## src/design/contact_pkg.sv

```systemverilog
// Constants for the contact input conditioner: register map, fields, resets, timing.
// Assumes a 50 MHz system clock and a 32-bit AXI4-Lite register bus.
`default_nettype none
package contact_pkg;
  // Clock and time base
  localparam int CLK_NS      = 20;
  localparam int MS_NS       = 1000000;
  localparam int MS_CYCLES   = MS_NS / CLK_NS;
  localparam int DS_MS       = 100;
  localparam int S_MS        = 1000;
  // Register byte offsets
  localparam logic [7:0] OFS_CTRL   = 8'h00;
  localparam logic [7:0] OFS_BLOCK  = 8'h04;
  localparam logic [7:0] OFS_TRIG   = 8'h08;
  localparam logic [7:0] OFS_MINSIG = 8'h0c;
  localparam logic [7:0] OFS_LONG   = 8'h10;
  localparam logic [7:0] OFS_WAIT   = 8'h14;
  localparam logic [7:0] OFS_RESCAN = 8'h18;
  localparam logic [7:0] OFS_STATUS = 8'h1c;
  // Control field positions
  localparam int CTRL_ALLOW_BLK = 0;
  localparam int CTRL_BLK_EN    = 1;
  localparam int CTRL_TRIG_EN   = 2;
  localparam int CTRL_LONG_EN   = 3;
  localparam int CTRL_MINSIG_EN = 4;
  localparam int CTRL_SCAN_EN   = 5;
  localparam int CTRL_DEB_LO    = 8;
  localparam int RESCAN_NOW     = 0;
  localparam int RESCAN_RECOVER = 1;
  // Masks and reset values
  localparam logic [31:0] CTRL_MASK   = 32'h0000_073f;
  localparam logic [31:0] CTRL_RST    = 32'h0000_0300;
  localparam logic [31:0] MINSIG_RST  = 32'h000a_000a;
  localparam logic [31:0] LONG_MASK   = 32'h0000_ffff;
  localparam logic [31:0] LONG_RST    = 32'h0000_0190;
  localparam logic [15:0] WAIT_MAX    = 16'h7530;
  localparam logic [15:0] WAIT_RST    = 16'h0000;
  // Debounce choices in ms, index from the control field
  localparam logic [15:0] DEB_MS [8] = '{16'h000a, 16'h0014, 16'h001e, 16'h0032,
                                         16'h0046, 16'h0064, 16'h0096, 16'h0096};
  // Bus answers
  localparam logic [1:0] RESP_OKAY   = 2'h0;
  localparam logic [1:0] RESP_SLVERR = 2'h2;
  typedef enum logic {ST_IDLE, ST_FILTER} mode_t;
endpackage
`default_nettype wire

```

## src/design/timer_if.sv

```systemverilog
// Link between the conditioner and one of its countdown timers.
// Assumes both ends share the system clock.
`default_nettype none
interface timer_if;
  logic        load;
  logic [15:0] value;
  logic        step;
  logic        busy;
  logic        done;
  modport ctl (output load, output value, output step, input busy, input done);
  modport tmr (input load, input value, input step, output busy, output done);
endinterface
`default_nettype wire

```

## src/design/tick_gen.sv

```systemverilog
// Prescaler: one tick pulse every DIV input steps.
// Assumes step is synchronous to clk.
`default_nettype none
module tick_gen #(
  parameter int DIV = 2
) (
  input  wire logic clk,
  input  wire logic rst_n,
  input  wire logic step,
  output logic      tick
);
  localparam int W = (DIV > 1) ? $clog2(DIV) : 1;
  typedef struct packed {
    logic [W-1:0] cnt;
    logic         tick;
  } state_t;
  state_t st_reg;
  state_t st_next;

  // Count steps, wrap with a pulse
  always_comb begin
    st_next = st_reg;
    st_next.tick = 1'b0;
    if (step) begin
      if (st_reg.cnt == W'(DIV - 1)) begin
        st_next.cnt  = '0;
        st_next.tick = 1'b1;
      end else begin
        st_next.cnt = st_reg.cnt + 1'b1;
      end
    end
  end

  // State register
  always_ff @(posedge clk or negedge rst_n) begin
    if (!rst_n) begin
      st_reg <= '0;
    end else begin
      st_reg <= st_next;
    end
  end

  assign tick = st_reg.tick;
endmodule
`default_nettype wire

```

## src/design/step_timer.sv

```systemverilog
// Countdown timer in units of the step pulse, restartable by load.
// Assumes load and step come from the same clock domain.
`default_nettype none
module step_timer (
  input  wire logic clk,
  input  wire logic rst_n,
  timer_if.tmr      t
);
  typedef struct packed {
    logic [15:0] cnt;
    logic        busy;
    logic        done;
  } state_t;
  state_t st_reg;
  state_t st_next;

  // Load restarts from the new value; zero ends at once
  always_comb begin
    st_next = st_reg;
    st_next.done = 1'b0;
    if (t.load) begin
      st_next.cnt  = t.value;
      st_next.busy = 1'b1;
    end else if (st_reg.busy) begin
      if (st_reg.cnt == 16'h0000) begin
        st_next.busy = 1'b0;
        st_next.done = 1'b1;
      end else if (t.step) begin
        st_next.cnt = st_reg.cnt - 16'h0001;
      end
    end
  end

  // State register
  always_ff @(posedge clk or negedge rst_n) begin
    if (!rst_n) begin
      st_reg <= '0;
    end else begin
      st_reg <= st_next;
    end
  end

  assign t.busy = st_reg.busy;
  assign t.done = st_reg.done;
endmodule
`default_nettype wire

```

## src/design/contact_input_conditioner.sv

```systemverilog
// Contact input conditioner with AXI4-Lite registers and event outputs.
// Assumes CONTACT is synchronous to MCLK, high meaning contact closed.
//
// Decided for this implementation: the AXI4-Lite interface to the registers and the register offsets.
`default_nettype none
module contact_input_conditioner #(
  parameter int MS_CYCLES = contact_pkg::MS_CYCLES
) (
  input  wire logic        MCLK,
  input  wire logic        ARST_N,
  input  wire logic        CONTACT,
  input  wire logic [7:0]  AWADDR,
  input  wire logic        AWVALID,
  output logic             AWREADY,
  input  wire logic [31:0] WDATA,
  input  wire logic [3:0]  WSTRB,
  input  wire logic        WVALID,
  output logic             WREADY,
  output logic [1:0]       BRESP,
  output logic             BVALID,
  input  wire logic        BREADY,
  input  wire logic [7:0]  ARADDR,
  input  wire logic        ARVALID,
  output logic             ARREADY,
  output logic [31:0]      RDATA,
  output logic [1:0]       RRESP,
  output logic             RVALID,
  input  wire logic        RREADY,
  output logic             EVT_VALID,
  output logic             EVT_VALUE,
  output logic             EVT_LONG,
  output logic             SWITCH_STATE
);
  typedef struct packed {
    logic                awready;
    logic                wready;
    logic                bvalid;
    logic [1:0]          bresp;
    logic                aw_have;
    logic                w_have;
    logic [7:0]          awaddr;
    logic [31:0]         wdata;
    logic [3:0]          wstrb;
    logic                arready;
    logic                rvalid;
    logic [1:0]          rresp;
    logic [31:0]         rdata;
    logic [31:0]         ctrl;
    logic [31:0]         minsig;
    logic [31:0]         longt;
    logic [15:0]         waitt;
    logic                blk;
    logic                trig_pend;
    logic                trig_val;
    logic                scan_pend;
    logic                lvl;
    contact_pkg::mode_t  mode;
    logic                pend_val;
    logic                pressing;
    logic                evt_valid;
    logic                evt_value;
    logic                evt_long;
    logic                sw_state;
  } state_t;
  state_t st_reg;
  state_t st_next;

  logic ms_tick;
  logic ds_tick;
  logic s_tick;
  timer_if deb_t ();
  timer_if min_t ();
  timer_if long_t ();
  timer_if wait_t ();

  // Time bases: 1 ms, 100 ms and 1 s
  tick_gen #(.DIV(MS_CYCLES)) ms_gen (
    .clk   (MCLK),
    .rst_n (ARST_N),
    .step  (1'b1),
    .tick  (ms_tick)
  );
  tick_gen #(.DIV(contact_pkg::DS_MS)) ds_gen (
    .clk   (MCLK),
    .rst_n (ARST_N),
    .step  (ms_tick),
    .tick  (ds_tick)
  );
  tick_gen #(.DIV(contact_pkg::S_MS)) s_gen (
    .clk   (MCLK),
    .rst_n (ARST_N),
    .step  (ms_tick),
    .tick  (s_tick)
  );

  // Debounce, minimum signal, long press and recovery wait timers
  step_timer deb_tmr (.clk(MCLK), .rst_n(ARST_N), .t(deb_t.tmr));
  step_timer min_tmr (.clk(MCLK), .rst_n(ARST_N), .t(min_t.tmr));
  step_timer long_tmr (.clk(MCLK), .rst_n(ARST_N), .t(long_t.tmr));
  step_timer wait_tmr (.clk(MCLK), .rst_n(ARST_N), .t(wait_t.tmr));
  assign deb_t.step = ms_tick;
  assign min_t.step = ds_tick;
  assign long_t.step = ms_tick;
  assign wait_t.step = s_tick;

  // Merge write data under byte strobes
  function automatic logic [31:0] merge(input logic [31:0] old, input logic [31:0] wd,
                                        input logic [3:0] strb);
    logic [31:0] res;
    res = old;
    for (int i = 0; i < 4; i++) begin
      if (strb[i]) begin
        res[i*8 +: 8] = wd[i*8 +: 8];
      end
    end
    return res;
  endfunction

  logic        blocked;
  logic        op;
  logic        op_val;
  logic        cls;
  logic        cls_val;
  logic [31:0] wval;
  logic [2:0]  deb_sel;

  assign deb_sel = st_reg.ctrl[contact_pkg::CTRL_DEB_LO +: 3];
  // Block acts only when allowed and the object is enabled
  assign blocked = st_reg.ctrl[contact_pkg::CTRL_ALLOW_BLK]
                 & st_reg.ctrl[contact_pkg::CTRL_BLK_EN] & st_reg.blk;

  // Next state: input path, event pipeline and register bus
  always_comb begin
    st_next = st_reg;
    op = 1'b0;
    op_val = 1'b0;
    cls = 1'b0;
    cls_val = 1'b0;
    wval = 32'h0000_0000;
    deb_t.load = 1'b0;
    deb_t.value = contact_pkg::DEB_MS[deb_sel];
    min_t.load = 1'b0;
    min_t.value = 16'h0000;
    long_t.load = 1'b0;
    long_t.value = st_reg.longt[15:0];
    wait_t.load = 1'b0;
    wait_t.value = st_reg.waitt;
    st_next.evt_valid = 1'b0;

    // Event sources: physical edge first, then trigger, then scan
    if (!deb_t.busy && CONTACT != st_reg.lvl) begin
      st_next.lvl = CONTACT;
      deb_t.load = 1'b1;
      if (!blocked) begin
        op = 1'b1;
        op_val = CONTACT;
      end
    end else if (st_reg.trig_pend) begin
      st_next.trig_pend = 1'b0;
      if (!blocked) begin
        op = 1'b1;
        op_val = st_reg.trig_val;
      end
    end else if (st_reg.scan_pend) begin
      st_next.scan_pend = 1'b0;
      if (!blocked) begin
        op = 1'b1;
        op_val = st_reg.lvl;
      end
    end

    // Minimum signal time filter
    if (op) begin
      if (st_reg.ctrl[contact_pkg::CTRL_MINSIG_EN]) begin
        st_next.mode = contact_pkg::ST_FILTER;
        st_next.pend_val = op_val;
        min_t.load = 1'b1;
        min_t.value = op_val ? st_reg.minsig[15:0] : st_reg.minsig[31:16];
      end else begin
        cls = 1'b1;
        cls_val = op_val;
      end
    end else if (st_reg.mode == contact_pkg::ST_FILTER && min_t.done) begin
      st_next.mode = contact_pkg::ST_IDLE;
      cls = 1'b1;
      cls_val = st_reg.pend_val;
    end

    // Short/long classification or direct event
    if (cls) begin
      if (st_reg.ctrl[contact_pkg::CTRL_LONG_EN]) begin
        if (cls_val) begin
          st_next.pressing = 1'b1;
          long_t.load = 1'b1;
        end else if (st_reg.pressing) begin
          st_next.pressing = 1'b0;
          st_next.evt_valid = 1'b1;
          st_next.evt_value = 1'b1;
          st_next.evt_long = 1'b0;
          st_next.sw_state = 1'b1;
        end
      end else begin
        st_next.evt_valid = 1'b1;
        st_next.evt_value = cls_val;
        st_next.evt_long = 1'b0;
        st_next.sw_state = cls_val;
      end
    end else if (st_reg.pressing && long_t.done) begin
      st_next.pressing = 1'b0;
      st_next.evt_valid = 1'b1;
      st_next.evt_value = 1'b1;
      st_next.evt_long = 1'b1;
      st_next.sw_state = 1'b1;
    end

    // Recovery wait over: sample the input
    if (wait_t.done && st_reg.ctrl[contact_pkg::CTRL_SCAN_EN]) begin
      st_next.scan_pend = 1'b1;
    end

    // Write address and data, taken in either order
    if (AWVALID && st_reg.awready) begin
      st_next.awready = 1'b0;
      st_next.aw_have = 1'b1;
      st_next.awaddr = AWADDR;
    end
    if (WVALID && st_reg.wready) begin
      st_next.wready = 1'b0;
      st_next.w_have = 1'b1;
      st_next.wdata = WDATA;
      st_next.wstrb = WSTRB;
    end

    // Register write once both halves are held
    if (st_reg.aw_have && st_reg.w_have && !st_reg.bvalid) begin
      st_next.aw_have = 1'b0;
      st_next.w_have = 1'b0;
      st_next.bvalid = 1'b1;
      st_next.bresp = contact_pkg::RESP_OKAY;
      unique case (st_reg.awaddr)
        contact_pkg::OFS_CTRL: begin
          wval = merge(st_reg.ctrl, st_reg.wdata, st_reg.wstrb);
          st_next.ctrl = wval & contact_pkg::CTRL_MASK;
        end
        contact_pkg::OFS_BLOCK: begin
          if (st_reg.wstrb[0]) begin
            st_next.blk = st_reg.wdata[0];
          end
        end
        contact_pkg::OFS_TRIG: begin
          if (st_reg.wstrb[0] && st_reg.ctrl[contact_pkg::CTRL_TRIG_EN]) begin
            st_next.trig_pend = 1'b1;
            st_next.trig_val = st_reg.wdata[0];
          end
        end
        contact_pkg::OFS_MINSIG: begin
          st_next.minsig = merge(st_reg.minsig, st_reg.wdata, st_reg.wstrb);
        end
        contact_pkg::OFS_LONG: begin
          wval = merge(st_reg.longt, st_reg.wdata, st_reg.wstrb);
          st_next.longt = wval & contact_pkg::LONG_MASK;
        end
        contact_pkg::OFS_WAIT: begin
          wval = merge({16'h0000, st_reg.waitt}, st_reg.wdata, st_reg.wstrb);
          st_next.waitt = (wval[15:0] > contact_pkg::WAIT_MAX) ? contact_pkg::WAIT_MAX
                                                                : wval[15:0];
        end
        contact_pkg::OFS_RESCAN: begin
          if (st_reg.wstrb[0] && st_reg.ctrl[contact_pkg::CTRL_SCAN_EN]) begin
            if (st_reg.wdata[contact_pkg::RESCAN_NOW]) begin
              st_next.scan_pend = 1'b1;
            end
            if (st_reg.wdata[contact_pkg::RESCAN_RECOVER]) begin
              wait_t.load = 1'b1;
            end
          end
        end
        contact_pkg::OFS_STATUS: begin
          st_next.bresp = contact_pkg::RESP_OKAY;
        end
        default: begin
          st_next.bresp = contact_pkg::RESP_SLVERR;
        end
      endcase
    end

    // Write response taken: reopen both channels
    if (st_reg.bvalid && BREADY) begin
      st_next.bvalid = 1'b0;
      st_next.awready = 1'b1;
      st_next.wready = 1'b1;
    end

    // Read address taken: registered answer
    if (ARVALID && st_reg.arready) begin
      st_next.arready = 1'b0;
      st_next.rvalid = 1'b1;
      st_next.rresp = contact_pkg::RESP_OKAY;
      unique case (ARADDR)
        contact_pkg::OFS_CTRL:   st_next.rdata = st_reg.ctrl;
        contact_pkg::OFS_BLOCK:  st_next.rdata = {31'h0000_0000, st_reg.blk};
        contact_pkg::OFS_TRIG:   st_next.rdata = {31'h0000_0000, st_reg.trig_val};
        contact_pkg::OFS_MINSIG: st_next.rdata = st_reg.minsig;
        contact_pkg::OFS_LONG:   st_next.rdata = st_reg.longt;
        contact_pkg::OFS_WAIT:   st_next.rdata = {16'h0000, st_reg.waitt};
        contact_pkg::OFS_RESCAN: st_next.rdata = 32'h0000_0000;
        contact_pkg::OFS_STATUS: begin
          st_next.rdata = {24'h00_0000, wait_t.busy, deb_t.busy, blocked, st_reg.pressing,
                           (st_reg.mode == contact_pkg::ST_FILTER), st_reg.scan_pend,
                           st_reg.sw_state, st_reg.lvl};
        end
        default: begin
          st_next.rdata = 32'h0000_0000;
          st_next.rresp = contact_pkg::RESP_SLVERR;
        end
      endcase
    end
    if (st_reg.rvalid && RREADY) begin
      st_next.rvalid = 1'b0;
      st_next.arready = 1'b1;
    end
  end

  // State register
  always_ff @(posedge MCLK or negedge ARST_N) begin
    if (!ARST_N) begin
      st_reg <= '0;
      st_reg.awready <= 1'b1;
      st_reg.wready <= 1'b1;
      st_reg.arready <= 1'b1;
      st_reg.ctrl <= contact_pkg::CTRL_RST;
      st_reg.minsig <= contact_pkg::MINSIG_RST;
      st_reg.longt <= contact_pkg::LONG_RST;
      st_reg.waitt <= contact_pkg::WAIT_RST;
      st_reg.mode <= contact_pkg::ST_IDLE;
    end else begin
      st_reg <= st_next;
    end
  end

  // Outputs straight from the state register
  assign AWREADY = st_reg.awready;
  assign WREADY = st_reg.wready;
  assign BRESP = st_reg.bresp;
  assign BVALID = st_reg.bvalid;
  assign ARREADY = st_reg.arready;
  assign RDATA = st_reg.rdata;
  assign RRESP = st_reg.rresp;
  assign RVALID = st_reg.rvalid;
  assign EVT_VALID = st_reg.evt_valid;
  assign EVT_VALUE = st_reg.evt_value;
  assign EVT_LONG = st_reg.evt_long;
  assign SWITCH_STATE = st_reg.sw_state;
endmodule
`default_nettype wire

```

## config.mk

```make
export PLATFORM = sky130hd
export DESIGN_NAME = contact_input_conditioner
export DESIGN_NICKNAME = d
export VERILOG_FILES = /design/src/design/contact_pkg.sv /design/src/design/timer_if.sv /design/src/design/tick_gen.sv /design/src/design/step_timer.sv /design/src/design/contact_input_conditioner.sv
export SDC_FILE = /design/constraint.sdc
export NUM_CORES = 1
export LEC_CHECK = 0
export BUFFER_PORTS_ARGS = -buffer_cell sky130_fd_sc_hd__buf_4
export CAP_MARGIN = 40
export CORE_UTILIZATION = 35
export CTS_CLUSTER_SIZE = 30
export DETAILED_ROUTE_END_ITERATION = 8
export PLACE_DENSITY = 0.58
export SKIP_LAST_GASP = 1
export SLEW_MARGIN = 40
export SYNTH_ARGS = -nofsm -noshare
export SYNTH_HDL_FRONTEND = slang
export SYNTH_HIERARCHICAL = 1
export SYNTH_SLANG_ARGS = --single-unit
```

## constraint.sdc

```tcl
create_clock -name MCLK -period 3.4 [get_ports MCLK]
set_input_delay 0 -clock MCLK [delete_from_list [all_inputs] [get_ports MCLK]]
set_output_delay 0 -clock MCLK [all_outputs]
set_load 0.05 [all_outputs]
```

Yosys cells after proc, flatten, opt, wreduce, memory -nomap -nowiden
Memories as Yosys holds them, arrays and structs flattened.
Cells that the tools add are included.
{"block": "op_classes", "magnitude_cmp": 2, "n_reduce_logical": 58, "bitwise_logic": 3, "n_addsub": 7, "mux": 100, "div": 0, "n_eq_ne": 26, "n_shift": 0, "multipliers": 0}
{"op": "$mux W16", "count": 15}
{"op": "$pmux W32 S7", "count": 1}
{"op": "$mux W18", "count": 4}
{"op": "$mux W17", "count": 4}
{"op": "$eq A8 B5 Y1 const B", "count": 8}
{"op": "$logic_not A16 Y1", "count": 4}
{"op": "$sub A16 B1 Y16 const B", "count": 4}
{"op": "$mux W1", "count": 49}
{"op": "$mux W8", "count": 6}
{"op": "$reduce_and A3 Y1", "count": 15}
{"op": "$mux W36", "count": 1}
{"op": "$eq A8 B4 Y1 const B", "count": 4}
{"op": "$reduce_bool A2 Y1", "count": 16}
{"op": "$mux W2", "count": 10}
{"op": "$add A16 B1 Y16 const B", "count": 1}
{"op": "$eq A16 B16 Y1 const B", "count": 1}
{"op": "$eq A8 B3 Y1 const B", "count": 2}
{"op": "$gt A16 B15 Y1 const B", "count": 1}
{"op": "$logic_not A8 Y1", "count": 2}
{"op": "$reduce_or A8 Y1", "count": 2}
{"op": "$mux W5", "count": 3}
{"op": "$logic_and A1 B1 Y1", "count": 13}
{"op": "$mux W4", "count": 3}
{"op": "$ne A2 B2 Y1 const B", "count": 6}
{"op": "other kinds (14)", "count": 21}
{"block": "word_totals", "in_bits": 60, "rom_bits": 128, "ram_bits": 0, "memories": 1, "register_bits": 279, "elab_cells": 248, "latchBits": 0}
{"memory": "(no name shown)", "depth": 8, "word_bits": 16, "read_ports": 1, "rd_clocked_by_memory_dff": 0, "write_ports": 0, "line_no": "contact_input_conditioner.sv:141", "rtl": "deb_t.value = contact_pkg::DEB_MS[deb_sel];"}

Logic depth before layout (Yosys ltp)
{"block": "logic_depth", "ltp_word": 13, "depth_mapped": 11}

Hierarchy
The synthesis kept the hierarchy.
{"mod": "contact_input_conditioner", "seq_area_each_um2": 4244.1, "cells_each": 664, "instances": 1, "area_each_um2": 7960.1}
{"mod": "step_timer at deb_tmr ...", "seq_area_each_um2": 450.4, "cells_each": 132, "instances": 3, "area_each_um2": 1192.4}
{"mod": "step_timer at wait_tmr", "seq_area_each_um2": 450.4, "cells_each": 132, "instances": 1, "area_each_um2": 1224.9}
{"mod": "tick_gen at ms_gen", "seq_area_each_um2": 425.4, "cells_each": 82, "instances": 1, "area_each_um2": 827.0}
{"mod": "tick_gen at s_gen", "seq_area_each_um2": 275.3, "cells_each": 52, "instances": 1, "area_each_um2": 576.8}
{"mod": "tick_gen at ds_gen", "seq_area_each_um2": 200.2, "cells_each": 34, "instances": 1, "area_each_um2": 356.6}

Least setup slack after synthesis
OpenSTA, ideal clock, no wires.
{"block": "synth_path", "kind": "register to register", "from": "reg st_reg[7] (netlist bit)", "to": "reg long_tmr/st_reg[14] (netlist bit)", "path_slack_ps": 764, "path_buffers": 0, "t_arrival_ps": 2510, "t_required_ps": 3274, "stages_incl_launch_ff": 11, "path_cell_list": "dfrtp_1 xnor2_1 nor2_1 o311ai_0 o21ai_0 nand2_1 nor2_1 a21oi_1 nor3_1 and3_1 a221o_2"}
{"block": "synth_via", "elab_chain_len": 11, "word_cells_on_any_way": 18, "cone_classes": "2 x eq/ne; 12 x mux; 4 x reduce/logical"}
{"item": "from (decl)", "line_no": "contact_input_conditioner.sv:65", "rtl": "state_t st_reg;"}
{"item": "from (signal assigned)", "line_no": "contact_input_conditioner.sv:337", "rtl": "st_reg <= st_next;"}
{"item": "$mux W1", "line_no": "contact_input_conditioner.sv:166", "rtl": "if (!blocked) begin"}
{"item": "$mux W1", "line_no": "contact_input_conditioner.sv:164", "rtl": "end else if (st_reg.scan_pend) begin"}
{"item": "$mux W1", "line_no": "contact_input_conditioner.sv:158", "rtl": "end else if (st_reg.trig_pend) begin"}
{"item": "$mux W1", "line_no": "contact_input_conditioner.sv:151", "rtl": "if (!deb_t.busy && CONTACT != st_reg.lvl) begin"}
{"item": "$mux W1", "line_no": "contact_input_conditioner.sv:174", "rtl": "if (st_reg.ctrl[contact_pkg::CTRL_MINSIG_EN]) begin"}
{"item": "$mux W1", "line_no": "contact_input_conditioner.sv:173", "rtl": "if (op) begin"}
{"item": "$mux W1", "line_no": "contact_input_conditioner.sv:192", "rtl": "if (cls_val) begin"}
{"item": "$mux W1", "line_no": "contact_input_conditioner.sv:191", "rtl": "if (st_reg.ctrl[contact_pkg::CTRL_LONG_EN]) begin"}
{"item": "$mux W1 (*)", "line_no": "contact_input_conditioner.sv:190", "rtl": "if (cls) begin"}
{"item": "named net long_t.load", "line_no": "timer_if.sv:5", "rtl": "logic load;"}
{"item": "$ne A2 B2 Y1 (no line) or $reduce_bool A2 Y1 (tied branches)"}
{"item": "$reduce_and A3 Y1 (no line)"}
{"item": "to (signal assigned)", "line_no": "step_timer.sv:39", "rtl": "st_reg <= st_next;"}
{"item": "to (decl)", "line_no": "step_timer.sv:14", "rtl": "state_t st_reg;"}
The timed path passes the listed nets; every way through them passes the cells marked *.
A chain may end at the register's enable or synchronous reset.

Final worst setup path
Ends and elaborated chain as after synthesis.

==> results.md <==
* Status: finished clean
* Delay-heaviest family, CP: compound AO/OA/AOI/OAI gates
* Crit path time final at 3.10 ns
* Leakage at 7.68 nW
* Hold crit path type: input port to asynchronous set/reset pin
* Vias in the first global route at 11103
* CP max stage delay at 0.50 ns
* Fin nets at 1547
* Share of layout cells above drive strength 1 at 23.7%
* Vert. Die Dim at 205 µm
* Residual DRC at 0
* Most used cell, CP: nor2_2
* Detailed Route WL at 38800 µm
* Final Instance Area at 17300 µm²
* Max-cap viol count at 0
* Clock Pin Slew Worst Setup and Hold Paths at 0.07 ns
* I/O pin total at 105
* Skew final at 0.00906 ns
* Area Overhead vs Synth at 19.2%
* Clock buffer depth at 3
* RSZ-0062 raised after global routing: no
* Clk sinks at 276
* Period utilisation layout at 91.2%
* Largest register FFs at 92
* Slowest-stage cell, CP: o311ai_0
* CTS tree: yes
* Vias per cell at 5.54
* R2R Setup Slk at 0.30 ns
* R2R Path Start: st_reg[7]
* Largest net degree at the start of global routing at 92
* CP Capture Type: flip-flop
* Worst path required time at 3.87 ns
* # Post-CTS Setup Buffers at 0
* Final Total Pwr at 10.2 mW
* Final RePlAce weighted congestion at 0.863
* Wire per inst at 19.1 µm
* Clk root buf: clkbuf_16
* R2r worst-path depth at 11
* Mapped Area at 14500 µm²
* Core area at 40800 µm²
* Final Max Tran Viols at 0
* I/O Buffers at 102
* CTS H-tree depth at 1
* Maximum VDD drop at 448 µV
* Slew @ Worst Pin at 0.777 ns
* Synthesized area per cell at 10.7 µm²
* Post-CTS sizing at 0
* DRT Pass-1 Iters at 5
* Die area at 42200 µm²
* Die Wd at 205 µm
* Post-DP HPWL at 27600 µm
* CP arrival at 3.57 ns
* Initial DRC count at 916
* Pwr/cell area at 592 nW/µm²
* Initial core utilization at 35.5%
* Type of element launching the critical path: flip-flop
* Initial antenna violation count at 0
* GR Util All Layers at 18.5%
* Worst-path cell chain: xnor2_1 > nor2_2 > o311ai_0 > o21ai_0 > nand2_1 > nor2_2 > a21oi_1 > buf_4 > nor3_1 > and3_1 > a221o_2
* Routed vias at 11267
* Fin Setup TNS at 0 ns
* Clk_lat worst skew at 0.58 ns
* First-pass GRT wire length at 62100 µm
* Worst path buffer plus inverter count at 1
* Ant. Diodes at 0
* Max_slew headroom at 48.1%
* Total grt overflow at 0
* CTS buffer count at 31
* Peak Freq at 0.323 GHz
* Placed Area at 15600 µm²
* Final setup vio count at 0
* Final Hold Vio Count at 0
* Synth Instances at 1358
* Final ANT Viol Nets at 0
* Critical path peak fanout at 6
* Ys Warns at 6
* FP Rows at 74
* Critical path class: flip-flop to flip-flop
* Worst flop-to-flop path endpoint: long_tmr/st_reg[14]
final cells by class:
type                    instances  area (µm²)
clock buffers                  42         827
flip-flops and latches        276        6920
multi-input cells             925        6770
inverters                      63         236
fillers                      3898       23600
repair buffers                180        1520
well taps                     532         666
clock inverters                16         329
worst max path at each step:
stage | start | endpoint | slack (ns) | cells after the start
floorplan | st_reg[7] | long_tmr/st_reg[14] | 0.76 | 10
global placement | st_reg[7] | long_tmr/st_reg[14] | 0.52 | 11
detailed placement | st_reg[7] | long_tmr/st_reg[14] | 0.36 | 11
CTS | st_reg[7] | long_tmr/st_reg[14] | 0.36 | 11
global route | st_reg[7] | long_tmr/st_reg[14] | 0.16 | 11
finish | st_reg[7] | long_tmr/st_reg[14] | 0.30 | 11
placed cells by master, fill, tap and decap left out, types with 6 or more instances in the layout:
master and n:
a21o_1 12, a21oi_1 50, a22o_1 40, a22oi_1 23
a31oi_1 26, a32oi_1 30, a41oi_1 7, and2_1 11
and3_1 10, and3b_1 6, buf_4 121, bufinv_16 9
clkbuf_1 10, clkbuf_16 31, conb_1 12, dfrtp_1 263
dfstp_2 12, dlygate4sd3_1 56, ha_1 10, inv_1 63
mux2_2 111, mux2i_1 48, nand2_1 85, nand2b_1 8
nand3_1 15, nand4_1 16, nor2_1 74, nor2b_1 10
nor3_1 33, nor3b_1 8, nor4_1 26, nor4_4 6
o21ai_0 66, o22ai_1 19, o32ai_1 11, or3_1 13
or4_4 8, xnor2_1 13
timing repair:
action                                  CTS  global route
endpoints found under the setup margin    0             0
endpoints found under the hold margin   144             0
hold buffers                             56             0
power by group:
part           switching, mW  internal, mW  total [mW]
Sequential             0.701          3.79        4.49
Combinational           1.02         0.898        1.92
Clock                   1.41          2.39        3.81
Total                   3.13          7.09        10.2
routing by layer:
| layer | global-route usage, % | share of wire, % |
|---|---|---|
| met2 | 28.6 | 45 |
| met1 | 27.3 | 48 |
| met5 | 0 | 0 |
| met4 | 4.13 | 2.1 |
| met3 | 2.63 | 4.8 |
per-stage QoR:
step	cells	utilization, %	hold slack (ns)	setup WS, ns
6_report	2034	42.3	0.0139	0.300
3_5_place_dp	1920	38.1	0.0900	0.357
3_3_place_gp	1920	38.1	0.0910	0.520
2_1_floorplan	1368	-	-0.296	0.764
4_1_cts	2034	42.3	0.0308	0.364
5_1_grt	2034	42.3	0.0939	0.160
(Power assumes the default switching activity.)
